--- src/swf_regs.vh ---
`ifndef SWF_REGS_VH
`define SWF_REGS_VH

// Register offsets on the serial port
`define SWF_OFS_EXT_MASK_LOW     7'h36
`define SWF_OFS_BASE_MASK_HIGH   7'h37
`define SWF_OFS_MASK_LOW_DLC     7'h38
`define SWF_OFS_DATA_FIRST       7'h39
`define SWF_OFS_DATA_LAST        7'h40
`define SWF_OFS_RSVD_FIRST       7'h41
`define SWF_OFS_RSVD_LAST        7'h43
`define SWF_OFS_RATE_CFG         7'h44

// Reset values
`define SWF_RST_EXT_MASK_LOW     8'h00
`define SWF_RST_BASE_MASK_HIGH   8'h00
`define SWF_RST_MASK_LOW_DLC     8'h00
`define SWF_RST_DATA             8'h00
`define SWF_RST_RATE_CFG         8'h50
`define SWF_RST_BASE_MASK_LOW    3'h0
`define SWF_RST_DLC              4'h0
`define SWF_RST_CMP_EN           1'h0
`define SWF_RST_PASSIVE          1'h0
`define SWF_RST_NOM_RATE         3'h5
`define SWF_RST_FAST_RATIO       2'h0

// Field positions in the mask/length/compare register
`define SWF_MLD_MASK_MSB         7
`define SWF_MLD_MASK_LSB         5
`define SWF_MLD_DLC_MSB          4
`define SWF_MLD_DLC_LSB          1
`define SWF_MLD_CMP_BIT          0

// Field positions in the rate/behaviour register
`define SWF_CFG_PASSIVE_BIT      7
`define SWF_CFG_NOM_MSB          6
`define SWF_CFG_NOM_LSB          4
`define SWF_CFG_RATIO_MSB        3
`define SWF_CFG_RATIO_LSB        2

// Nominal rate codes
`define SWF_NOM_50K              3'h0
`define SWF_NOM_100K             3'h1
`define SWF_NOM_125K             3'h2
`define SWF_NOM_250K             3'h3
`define SWF_NOM_RSVD_A           3'h4
`define SWF_NOM_500K             3'h5
`define SWF_NOM_RSVD_B           3'h6
`define SWF_NOM_1M               3'h7

// Fast-phase ratio codes
`define SWF_RATIO_UP_TO_4X       2'h0
`define SWF_RATIO_5X_TO_10X      2'h1

// Serial frame: command byte is address in 7:1, write flag in bit 0
`define SWF_CMD_WRITE_BIT        0
`define SWF_BITS_PER_BYTE        3'h7

`endif
--- src/swf_config.v ---
`timescale 1ns/10ps
`include "swf_regs.vh"

// How it works
// - Read/write byte masks extended identifier bits seven down to zero.
// - Read/write byte masks base identifier bits ten to three.
// - Base identifier mask bits two to zero sit in bits seven to five.
// - Compare on: length must equal stored, data hits on set bit, remote frames rejected.
// - Compare off: length and data assumed valid, remote frames accepted.
// - Eight expected data bytes at consecutive addresses, reset to zero.
// - Three addresses after data bytes are reserved, read zero.
// - Passive clear counts fast frames as errors; passive set ignores them.
// - Two-bit fast-phase ratio field, reset to up-to-four-times.
// - Format bit picks 11-bit standard or 29-bit extended comparison.
// - Passive mode: fast frames neither raise nor lower the error counter.

module swf_config (
    input  wire        ref_clk,
    input  wire        rst_n,
    input  wire        spi_sclk,
    input  wire        spi_cs_n,
    input  wire        spi_sdi,
    output reg         spi_sdo,
    output reg         spi_sdo_oe,
    input  wire [28:0] stored_ident,
    input  wire        stored_ext_fmt,
    input  wire [9:0]  ext_ident_mask_mid,
    input  wire        rx_frame_done,
    input  wire        rx_frame_error,
    input  wire        rx_fast_frame,
    input  wire [28:0] rx_ident,
    input  wire        rx_ext_fmt,
    input  wire        rx_remote,
    input  wire [3:0]  rx_dlc,
    input  wire [63:0] rx_payload,
    output reg         wake_match,
    output reg         error_count_up,
    output reg         error_count_down,
    output reg  [2:0]  nominal_bit_rate_sel,
    output reg  [1:0]  fast_rate_ratio_sel,
    output reg         fast_frame_passive
);

    localparam ST_IDLE = 3'b001;
    localparam ST_CMD  = 3'b010;
    localparam ST_DATA = 3'b100;

    reg [7:0]  ext_ident_mask_low;
    reg [7:0]  base_ident_mask_high;
    reg [2:0]  base_ident_mask_low;
    reg [3:0]  expected_dlc;
    reg        data_compare_en;
    reg [7:0]  expected_payload_byte [0:7];

    reg [2:0]  state;
    reg [2:0]  next_state;
    reg        sclk_q;
    reg [2:0]  bit_cnt;
    reg [7:0]  shift_in;
    reg [7:0]  shift_out;
    reg [6:0]  cur_addr;
    reg        cur_write;

    wire        sclk_rise;
    wire        sclk_fall;
    wire        byte_done;
    wire [7:0]  byte_in;
    wire [28:0] ident_mask;
    wire [63:0] expected_payload;
    wire        ident_hit;
    wire        payload_hit;
    wire        fast_err;
    wire        ignored;
    wire        do_write;
    wire [7:0]  read_data_cmd;
    wire [7:0]  read_data_next;
    wire [6:0]  next_addr;

    integer i;

    // Read-back of one address; unmapped and reserved addresses give zero
    function [7:0] swf_read;
        input [6:0] addr;
        begin
            swf_read = 8'h00;
            if (addr == `SWF_OFS_EXT_MASK_LOW) begin
                swf_read = ext_ident_mask_low;
            end else if (addr == `SWF_OFS_BASE_MASK_HIGH) begin
                swf_read = base_ident_mask_high;
            end else if (addr == `SWF_OFS_MASK_LOW_DLC) begin
                swf_read = {base_ident_mask_low, expected_dlc, data_compare_en};
            end else if (addr >= `SWF_OFS_DATA_FIRST && addr <= `SWF_OFS_DATA_LAST) begin
                swf_read = expected_payload_byte[addr[2:0] - 3'h1];
            end else if (addr >= `SWF_OFS_RSVD_FIRST && addr <= `SWF_OFS_RSVD_LAST) begin
                swf_read = 8'h00;
            end else if (addr == `SWF_OFS_RATE_CFG) begin
                swf_read = {fast_frame_passive, nominal_bit_rate_sel, fast_rate_ratio_sel, 2'h0};
            end
        end
    endfunction

    assign sclk_rise = spi_sclk & ~sclk_q;
    assign sclk_fall = ~spi_sclk & sclk_q;
    assign byte_done = sclk_rise && (bit_cnt == `SWF_BITS_PER_BYTE);
    assign byte_in   = {shift_in[6:0], spi_sdi};
    assign do_write  = (state == ST_DATA) && byte_done && cur_write && !spi_cs_n;
    assign next_addr = cur_addr + 7'h01;
    assign read_data_cmd  = swf_read(byte_in[7:1]);
    assign read_data_next = swf_read(next_addr);

    // Mask bits 17:8 live in registers outside this block
    assign ident_mask = {base_ident_mask_high, base_ident_mask_low, ext_ident_mask_mid,
                         ext_ident_mask_low};

    genvar g;
    generate
        for (g = 0; g < 8; g = g + 1) begin : g_pay
            // Byte 0 of the frame is the first on the wire and sits in the top lane
            assign expected_payload[63-8*g:56-8*g] = expected_payload_byte[g];
        end
    endgenerate

    swf_match u_match (
        .stored_ident     (stored_ident),
        .stored_ext_fmt   (stored_ext_fmt),
        .ident_mask       (ident_mask),
        .rx_ident         (rx_ident),
        .rx_ext_fmt       (rx_ext_fmt),
        .rx_remote        (rx_remote),
        .rx_dlc           (rx_dlc),
        .rx_payload       (rx_payload),
        .expected_dlc     (expected_dlc),
        .expected_payload (expected_payload),
        .data_compare_en  (data_compare_en),
        .ident_hit        (ident_hit),
        .payload_hit      (payload_hit)
    );

    // Serial framing state
    always @* begin
        next_state = state;
        case (state)
            ST_IDLE: begin
                if (!spi_cs_n) begin
                    next_state = ST_CMD;
                end
            end
            ST_CMD: begin
                if (spi_cs_n) begin
                    next_state = ST_IDLE;
                end else if (byte_done) begin
                    next_state = ST_DATA;
                end
            end
            ST_DATA: begin
                if (spi_cs_n) begin
                    next_state = ST_IDLE;
                end
            end
            default: begin
                next_state = ST_IDLE;
            end
        endcase
    end

    always @(posedge ref_clk or negedge rst_n) begin
        if (!rst_n) begin
            state      <= ST_IDLE;
            sclk_q     <= 1'b0;
            bit_cnt    <= 3'h0;
            shift_in   <= 8'h00;
            shift_out  <= 8'h00;
            cur_addr   <= 7'h00;
            cur_write  <= 1'b0;
            spi_sdo    <= 1'b0;
            spi_sdo_oe <= 1'b0;
        end else begin
            state      <= next_state;
            sclk_q     <= spi_sclk;
            spi_sdo_oe <= !spi_cs_n;
            if (spi_cs_n || state == ST_IDLE) begin
                // Dropping select mid-byte abandons the byte, so no partial write lands
                bit_cnt   <= 3'h0;
                shift_in  <= 8'h00;
                shift_out <= 8'h00;
                spi_sdo   <= 1'b0;
            end else begin
                if (sclk_rise) begin
                    bit_cnt  <= bit_cnt + 3'h1;
                    shift_in <= byte_in;
                end
                if (byte_done && state == ST_CMD) begin
                    cur_addr  <= byte_in[7:1];
                    cur_write <= byte_in[`SWF_CMD_WRITE_BIT];
                    shift_out <= {read_data_cmd[6:0], 1'b0};
                    spi_sdo   <= read_data_cmd[7];
                end else if (byte_done && state == ST_DATA) begin
                    // Further bytes in one select walk up through the map
                    cur_addr  <= next_addr;
                    shift_out <= {read_data_next[6:0], 1'b0};
                    spi_sdo   <= read_data_next[7];
                end else if (sclk_fall && state == ST_DATA && bit_cnt != 3'h0) begin
                    spi_sdo   <= shift_out[7];
                    shift_out <= {shift_out[6:0], 1'b0};
                end
            end
        end
    end

    // Register writes; reserved addresses and bits take nothing
    always @(posedge ref_clk or negedge rst_n) begin
        if (!rst_n) begin
            ext_ident_mask_low   <= `SWF_RST_EXT_MASK_LOW;
            base_ident_mask_high <= `SWF_RST_BASE_MASK_HIGH;
            base_ident_mask_low  <= `SWF_RST_BASE_MASK_LOW;
            expected_dlc         <= `SWF_RST_DLC;
            data_compare_en      <= `SWF_RST_CMP_EN;
            fast_frame_passive   <= `SWF_RST_PASSIVE;
            nominal_bit_rate_sel <= `SWF_RST_NOM_RATE;
            fast_rate_ratio_sel  <= `SWF_RST_FAST_RATIO;
            for (i = 0; i < 8; i = i + 1) begin
                expected_payload_byte[i] <= `SWF_RST_DATA;
            end
        end else if (do_write) begin
            if (cur_addr == `SWF_OFS_EXT_MASK_LOW) begin
                ext_ident_mask_low <= byte_in;
            end
            if (cur_addr == `SWF_OFS_BASE_MASK_HIGH) begin
                base_ident_mask_high <= byte_in;
            end
            if (cur_addr == `SWF_OFS_MASK_LOW_DLC) begin
                base_ident_mask_low <= byte_in[`SWF_MLD_MASK_MSB:`SWF_MLD_MASK_LSB];
                expected_dlc        <= byte_in[`SWF_MLD_DLC_MSB:`SWF_MLD_DLC_LSB];
                data_compare_en     <= byte_in[`SWF_MLD_CMP_BIT];
            end
            if (cur_addr >= `SWF_OFS_DATA_FIRST && cur_addr <= `SWF_OFS_DATA_LAST) begin
                expected_payload_byte[cur_addr[2:0] - 3'h1] <= byte_in;
            end
            if (cur_addr == `SWF_OFS_RATE_CFG) begin
                fast_frame_passive   <= byte_in[`SWF_CFG_PASSIVE_BIT];
                // Reserved rate codes are stored as written; the rate logic must not use them
                nominal_bit_rate_sel <= byte_in[`SWF_CFG_NOM_MSB:`SWF_CFG_NOM_LSB];
                fast_rate_ratio_sel  <= byte_in[`SWF_CFG_RATIO_MSB:`SWF_CFG_RATIO_LSB];
            end
        end
    end

    // Fast frame while not passive counts as an error frame
    assign fast_err = rx_fast_frame && !fast_frame_passive;
    // Fast frame while passive leaves the counter alone
    assign ignored  = rx_fast_frame && fast_frame_passive;

    // Frame results, one-cycle pulses a cycle after the frame ends
    always @(posedge ref_clk or negedge rst_n) begin
        if (!rst_n) begin
            wake_match       <= 1'b0;
            error_count_up   <= 1'b0;
            error_count_down <= 1'b0;
        end else begin
            wake_match       <= rx_frame_done && !rx_frame_error && !rx_fast_frame &&
                                ident_hit && payload_hit;
            error_count_up   <= rx_frame_done && !ignored && (rx_frame_error || fast_err);
            error_count_down <= rx_frame_done && !rx_frame_error && !rx_fast_frame;
        end
    end

endmodule // swf_config

--- src/swf_match.v ---
`timescale 1ns/10ps
`include "swf_regs.vh"

module swf_match (
    input  wire [28:0] stored_ident,
    input  wire        stored_ext_fmt,
    input  wire [28:0] ident_mask,
    input  wire [28:0] rx_ident,
    input  wire        rx_ext_fmt,
    input  wire        rx_remote,
    input  wire [3:0]  rx_dlc,
    input  wire [63:0] rx_payload,
    input  wire [3:0]  expected_dlc,
    input  wire [63:0] expected_payload,
    input  wire        data_compare_en,
    output wire        ident_hit,
    output wire        payload_hit
);

    wire [28:0] bit_ok;
    wire [28:0] fmt_bits;
    wire [63:0] lane_sel;
    wire [3:0]  byte_cnt;
    wire        data_ok;

    // Set mask bit is don't-care; unmasked bit must equal stored one
    assign bit_ok   = ident_mask | ~(rx_ident ^ stored_ident);
    // Standard format only looks at the eleven base bits
    assign fmt_bits = stored_ext_fmt ? 29'h1FFFFFFF : 29'h1FFC0000;
    assign ident_hit = (rx_ext_fmt == stored_ext_fmt) && (&(bit_ok | ~fmt_bits));

    // Codes above eight still carry eight payload bytes on classic frames
    assign byte_cnt = (rx_dlc > 4'h8) ? 4'h8 : rx_dlc;

    genvar g;
    generate
        for (g = 0; g < 8; g = g + 1) begin : g_lane
            // Byte 0 arrives first and sits in the top lane, as the expected bytes do
            assign lane_sel[63-8*g:56-8*g] = (byte_cnt > g) ? 8'hFF : 8'h00;
        end
    endgenerate

    // Any expected bit seen set in a present byte is a hit
    assign data_ok = (byte_cnt == 4'h0) || (|(rx_payload & expected_payload & lane_sel));

    assign payload_hit = data_compare_en ?
                         (!rx_remote && (rx_dlc == expected_dlc) && data_ok) :
                         1'b1;

endmodule // swf_match

--- config.mk ---
export PLATFORM = sky130hd
export DESIGN_NAME = swf_config
export DESIGN_NICKNAME = d
export VERILOG_FILES = /design/src/swf_config.v /design/src/swf_match.v
export VERILOG_INCLUDE_DIRS = /design/src /design/src/src
export SDC_FILE = /design/constraint.sdc
export NUM_CORES = 1
export LEC_CHECK = 0
export BUFFER_PORTS_ARGS = -buffer_cell sky130_fd_sc_hd__buf_2
export CORE_AREA = 2 2 159 161
export CTS_CLUSTER_DIAMETER = 30
export DETAILED_ROUTE_END_ITERATION = 12
export DIE_AREA = 0 0 161 163
export GPL_ROUTABILITY_DRIVEN = 1
export SYNTH_ARGS = -nofsm -noshare
export SYNTH_HDL_FRONTEND = slang
export SYNTH_SLANG_ARGS = --single-unit
--- constraint.sdc ---
create_clock -name ref_clk -period 3.68 [get_ports ref_clk]
set_clock_uncertainty 0.2 [all_clocks]
set_input_delay 0.736 -clock ref_clk [delete_from_list [all_inputs] [get_ports ref_clk]]
set_output_delay 0.736 -clock ref_clk [all_outputs]
set_load 0.05 [all_outputs]
== Word-level counts from Yosys, hierarchy flattened ==
Cells that the tools add are included.
Word-level totals
  register bits: 129
  word-level logic and storage cells: 191
Cells by class
  multiplexer cells: 51
  order comparisons: 23
  bitwise gates (word level): 15
  $add $sub $neg: 5
  reductions and logical operators: 48
  equal/unequal tests: 21
Operators by type and width (count)
  $mux 8: 29
  $and 64x64->64: 2
  $bwmux 64: 1
  $reduce_or 64->1: 1
  $eq 7x6->1 const B: 9
  $not 29->29: 2
  $or 29x29->29: 2
  $bmux 8 s3: 2
  $le 7x7->1 const B: 5
  $reduce_and 29->1: 1
  $xor 29x29->29: 1
  $mux 7: 4
  $demux 8 s3: 1
  $logic_and 1x1->1: 24
  $eq 7x7->1 const B: 3
  $ge 7x6->1 const B: 3
  $mux 18: 1
  $mux 3: 6
  $gt 4x3->1 const B: 4
  $ge 7x7->1 const B: 2
  $reduce_and 2->1: 7
  $ge 4x4->1 const B: 3
  $not 3->4: 3
  $pmux 3 s3: 1
  other kinds (25): 46

== Depth between registers and ports, before layout ==
  word-level depth: 13
  depth in mapped cells: 12
  mapped depth without buffers: 8

== Modules after synthesis ==
Synthesis repeated with hierarchy kept, for this count alone.
Second synthesis, totals
  cells, all modules: 760
  area, all modules: 8298.0 µm²
Modules (own cells, without submodules)
  swf_config: area each 7489.7 µm², cells an instance 650, instances 1
  swf_match: area each 808.3 µm², cells an instance 110, instances 1

== Worst setup path after synthesis ==
OpenSTA, ideal clock, no wires.
  path type: reg2reg
  start point: register shift_in[0]
  end point: register shift_out[4]
  library setup time: 0.132 ns
  buffers on the path: 3
  cell stages (with the launch flop): 11
  period minus slack after synthesis: 3.030 ns
  data required time: 3.348 ns
  arrival: 2.698 ns
  path slack: 0.650 ns
  cells stage by stage: dfrtp_1 > buf_1 > inv_1 > ha_1 > clkbuf_1 > clkbuf_1 > mux4_2 > mux2_2 > nand2_1 > a311o_1 > a32oi_1
On the way
  cells in the longest elaborated chain, start to end: 11
  elaborated cells between the ends (all ways): 23
RTL lines
  start, declared: line swf_config.v:59  | reg [7:0] shift_in;
  start signal, assigned: line swf_config.v:190  | shift_in <= byte_in;
  $sub 3x1->3: line swf_config.v:93  | swf_read = expected_payload_byte[addr[2:0] - 3'h1];
  $not 3->4 (implied by the code): line swf_config.v:93
  $bmux 8 s3: line swf_config.v:93
  $mux 8 (implied by the code) (2 in a row): line swf_config.v:93
  $mux 8: line swf_config.v:92  | end else if (addr >= `SWF_OFS_DATA_FIRST && addr <= `SWF_OFS_DATA_LAST) begin
  $mux 8: line swf_config.v:90  | end else if (addr == `SWF_OFS_MASK_LOW_DLC) begin
  $mux 8: line swf_config.v:88  | end else if (addr == `SWF_OFS_BASE_MASK_HIGH) begin
  $mux 8 (*): line swf_config.v:86  | if (addr == `SWF_OFS_EXT_MASK_LOW) begin
  $mux 8 (*): line swf_config.v:192  | if (byte_done && state == ST_CMD) begin
  $mux 8 (*): line swf_config.v:181  | if (spi_cs_n || state == ST_IDLE) begin
  end signal, assigned: line swf_config.v:195  | shift_out <= {read_data_cmd[6:0], 1'b0};
  end signal, assigned: line swf_config.v:200  | shift_out <= {read_data_next[6:0], 1'b0};
  end signal, assigned: line swf_config.v:204  | shift_out <= {shift_out[6:0], 1'b0};
  end, declared: line swf_config.v:60  | reg [7:0] shift_out;
Every way passes the cells marked *; elsewhere a longest branch is shown, timed or not. The select of a mux whose other input is x is not followed.
A chain may end at the register's enable or synchronous reset.

== Worst setup path in the final report ==
  start point: register cur_addr[1]
  end point: register shift_out[2]
On the way
  cells in the longest elaborated chain, start to end: 13
  elaborated cells between the ends (all ways): 23
RTL lines
  start, declared: line swf_config.v:61  | reg [6:0] cur_addr;
  start signal, assigned: line swf_config.v:193  | cur_addr <= byte_in[7:1];
  start signal, assigned: line swf_config.v:199  | cur_addr <= next_addr;
  $add 7x1->7 (*): line swf_config.v:107  | assign next_addr = cur_addr + 7'h01;
  $sub 3x1->3: line swf_config.v:93
  $not 3->4 (implied by the code): line swf_config.v:93
  $bmux 8 s3: line swf_config.v:93
  $mux 8 (implied by the code) (2 in a row): line swf_config.v:93
  $mux 8: line swf_config.v:92
  $mux 8: line swf_config.v:90
  $mux 8: line swf_config.v:88
  $mux 8 (*): line swf_config.v:86
  $mux 8 (*): line swf_config.v:197  | end else if (byte_done && state == ST_DATA) begin
  $mux 8 (*): line swf_config.v:192
  $mux 8 (*): line swf_config.v:181
Marks and branches as above.

==> flow_metrics.env <==
export IMPL_outcome="completed"
export IMPL_path_clk_slew_ns=0.06
export IMPL_drcViolationCount=0
export IMPL_vias_per_cell=5.91
export IMPL_num_rows=58
export IMPL_cp_data_arrival_time_ns=3.37
export IMPL_vias=7786
export IMPL_routed_wl_met2_um=14000
export IMPL_final_nets=1135
export IMPL_finalHoldViolCount=0
export IMPL_cp_cell_sequence="ha_1 > and3_1 > a32oi_1 > a21oi_2 > a21boi_0 > nor4_1 > o31ai_1"
export IMPL_synth_top_area_cell="dfrtp_1"
export IMPL_yosysSeqAreaShare=0.377
export IMPL_setup_ws_ns=0.449
export IMPL_p_sw_uw=853
export IMPL_clkPwrFrac=0.534
export IMPL_grt_util_all_layers=0.227
export IMPL_preCtsSetupSlack_ns=0.540
export IMPL_fin_cells=1317
export IMPL_synth_main_ff_cell="dfrtp_1"
export IMPL_area_growth_syn_to_layout_pct=21.5
export IMPL_max_cap_viol_count=0
export IMPL_syn_avg_cell_area_sq_um=10.3
export IMPL_slew_violations=0
export IMPL_fin_tns_setup_ns=0
export IMPL_cts_setup_buffers=0
export IMPL_synthTopCellsByCount="dfrtp_1 (125), mux2_2 (95), nand2_1 (58)"
export IMPL_crit_path_start_kind="flip-flop"
export IMPL_cp_max_fo=21
export IMPL_dr_wl_met3_um=2180
export IMPL_holdCritPathClass="input pin to asynchronous set/reset pin"
export IMPL_seqPwrFrac=0.386
export IMPL_overflow=0
export IMPL_rsz0062_at_grt="false"
export IMPL_drtIter0Drc=581
export IMPL_met1_length_um=12900
export IMPL_cts_max_path_buffers=2
export IMPL_ant_nets=0
export IMPL_io_pins=158
export IMPL_final_period_utilization=0.878
export IMPL_cts_resized=0
export IMPL_num_antenna_cells=0
export IMPL_synthCells=828
export IMPL_ys_types=78
export IMPL_routedWlPerCell_um=22.6
export IMPL_synthTopCellsByArea="dfrtp_1 (37%), mux2_2 (13%), mux4_2 (5.3%), xnor2_1 (3.3%), o21ai_0 (2.6%)"
export IMPL_finalSetupViolCount=0
export IMPL_slowest_delay_ns=0.70
export IMPL_dp_cells=1285
export IMPL_p_int_uw=2860
export IMPL_tightest_slew_ns=0.905
export IMPL_slowest_stage="ha_1"
export IMPL_antenna_found_initial=0
export IMPL_p_comb_frac=0.081
export IMPL_yosysMostFrequentCell="dfrtp_1"
export IMPL_relSlewSlack=0.396
export IMPL_dr_pass1_iters=5
export IMPL_async_flop_share=1.00
export IMPL_die_w_um=161
export IMPL_grt_pass1_wl_um=44800
export IMPL_crit_type="flip-flop to flip-flop"
export IMPL_ys_ff_latch=128
export IMPL_core_area_sq_um=24700
export IMPL_synth_edf_count=0
export IMPL_p_per_area_nw_per_um2=359
export IMPL_grt_pass1_vias=7291
export IMPL_irDropWorstVdd_mv=0.262
export IMPL_worstSetupEndpointType="flip-flop"
export IMPL_dp_hpwl_um=22400
export IMPL_die_area_sq_um=26200
export IMPL_cts_root_buffer="clkbuf_16"
export IMPL_die_h_um=163
export IMPL_cts_sinks=128
export IMPL_cts_tree="built"
export IMPL_grt_max_degree=56
export IMPL_power_leakage_uw=0.00435
export IMPL_cp_required_ns=3.81
export IMPL_cts_hold_fix_buffers=0
export IMPL_yosysTopAreaCellShare=0.367
export IMPL_numCtsBuffers=17
export IMPL_max_freq_ghz=0.309
export IMPL_synthesis_area_sq_um=8510
export IMPL_ys_warnings_count=0
export IMPL_gp_congestion=0.952
export IMPL_drt_wl_total_um=29800
export IMPL_io_buffers=157
export IMPL_routed_top_layer="met4"
export IMPL_fin_crit_ns=3.23
export IMPL_start_util=0.345
export IMPL_synthesis_nets=989
export IMPL_clk_latency_ns=0.43
export IMPL_cts_max_level=4
export IMPL_fill_cells=2441
export IMPL_layout_drive_gt1_share=0.359
export IMPL_switching_share=0.230
==> registers in the layout, summed over array words and instances (netlist names) <==
| signal | flops |
|---|---|
| expected_payload | 64 |
| base_ident_mask_high | 8 |
| ext_ident_mask_low | 8 |
| cur_addr | 7 |
| shift_in | 7 |
| shift_out | 7 |
| expected_dlc | 4 |
| base_ident_mask_low | 3 |
| bit_cnt | 3 |
| nominal_bit_rate_sel | 3 |
| state | 3 |
| fast_rate_ratio_sel | 2 |
| cur_write | 1 |
| data_compare_en | 1 |
| error_count_down | 1 |
| error_count_up | 1 |
| fast_frame_passive | 1 |
| sclk_q | 1 |
| spi_sdo | 1 |
| spi_sdo_oe | 1 |
| wake_match | 1 |
==> power groups by stage <==
stage,Sequential (uW),Clock (uW),Combinational [uW]
floorplan,1460,0,133
global placement,1460,0,300
detailed placement,1460,0,301
CTS,1430,1990,302
global route,1430,2060,328
finish,1430,1980,300
==> placed cells by master, fill, tap and decap left out, types with 25 or more instances in the layout <==
cell	count
dfrtp_1	125
xnor2_1	32
buf_2	156
a22oi_1	25
inv_1	46
o21ai_0	44
mux2_2	95
nor2_1	25
a21oi_1	43
nand2_1	58
==> layer usage <==
metal,vias up,global-route usage
met3,48,0.0423
met4,0,0.0706
met2,366,0.352
met5,-,0
li1,3483,-
met1,3889,0.321
==> worst max-delay path, delay by kind of cell (launching register included) <==
| family | cells | cell delay [ns] |
|---|---|---|
| fa+ha+maj | 1 | 0.70 |
| simple gates | 2 | 0.40 |
| compound gates | 4 | 1.25 |
| flops | 1 | 0.59 |
==> path summary, 6_finish.rpt <==
path | from | end | slack [ns] | cells after the start
worst max-delay path | cur_addr[1] | shift_out[2] | 0.45 | 7
max in group asynchronous | rst_n | state[0] | 2.30 | 2
worst min-delay path | rst_n | expected_payload[4] | 0.13 | 1
worst max register to register | cur_addr[1] | shift_out[2] | 0.45 | 7
min in group ref_clk | spi_sclk | sclk_q | 0.26 | 1
worst min register to register | shift_out[1] | shift_out[1] | 0.29 | 2
==> area by class of cell <==
cell class	instances	area, sq um	area share
Multi-Input combinational cell	599	4880	0.472
Inverter	47	176	0.0171
Tap cell	330	413	0.0399
Clock buffer	19	453	0.0438
Timing Repair Buffer	181	981	0.0948
Clock inverter	13	231	0.0224
Sequential cell	128	3210	0.310
==> per-stage QoR <==
| stage | total power [uW] | utilization | instance area, sq um | hold WS [ns] |
|---|---|---|---|---|
| 2_1_floorplan | 1600 | - | 8510 | 0.240 |
| 3_3_place_gp | 1760 | 0.391 | 9660 | 0.266 |
| 3_5_place_dp | 1760 | 0.391 | 9660 | 0.277 |
| 4_1_cts | 3720 | 0.419 | 10300 | 0.153 |
| 5_1_grt | 3820 | 0.419 | 10300 | 0.175 |
| 6_report | 3710 | 0.419 | 10300 | 0.133 |
==> cells by family (layout without fill, tap and decap cells) <==
| kind of cell | Yosys count | count (layout) | share of synthesized area |
|---|---|---|---|
| AO/OA/AOI/OAI | 245 | 245 | 0.208 |
| multiplexers | 124 | 124 | 0.189 |
| buffers and inverters | 101 | 260 | 0.0498 |
| flip-flops | 128 | 128 | 0.377 |
| XOR/XNOR | 38 | 38 | 0.0391 |
| AND/OR/NAND/NOR | 178 | 178 | 0.117 |
| adder cells (fa/ha/maj) | 14 | 14 | 0.0206 |
Power figures use the tool's default switching activity.
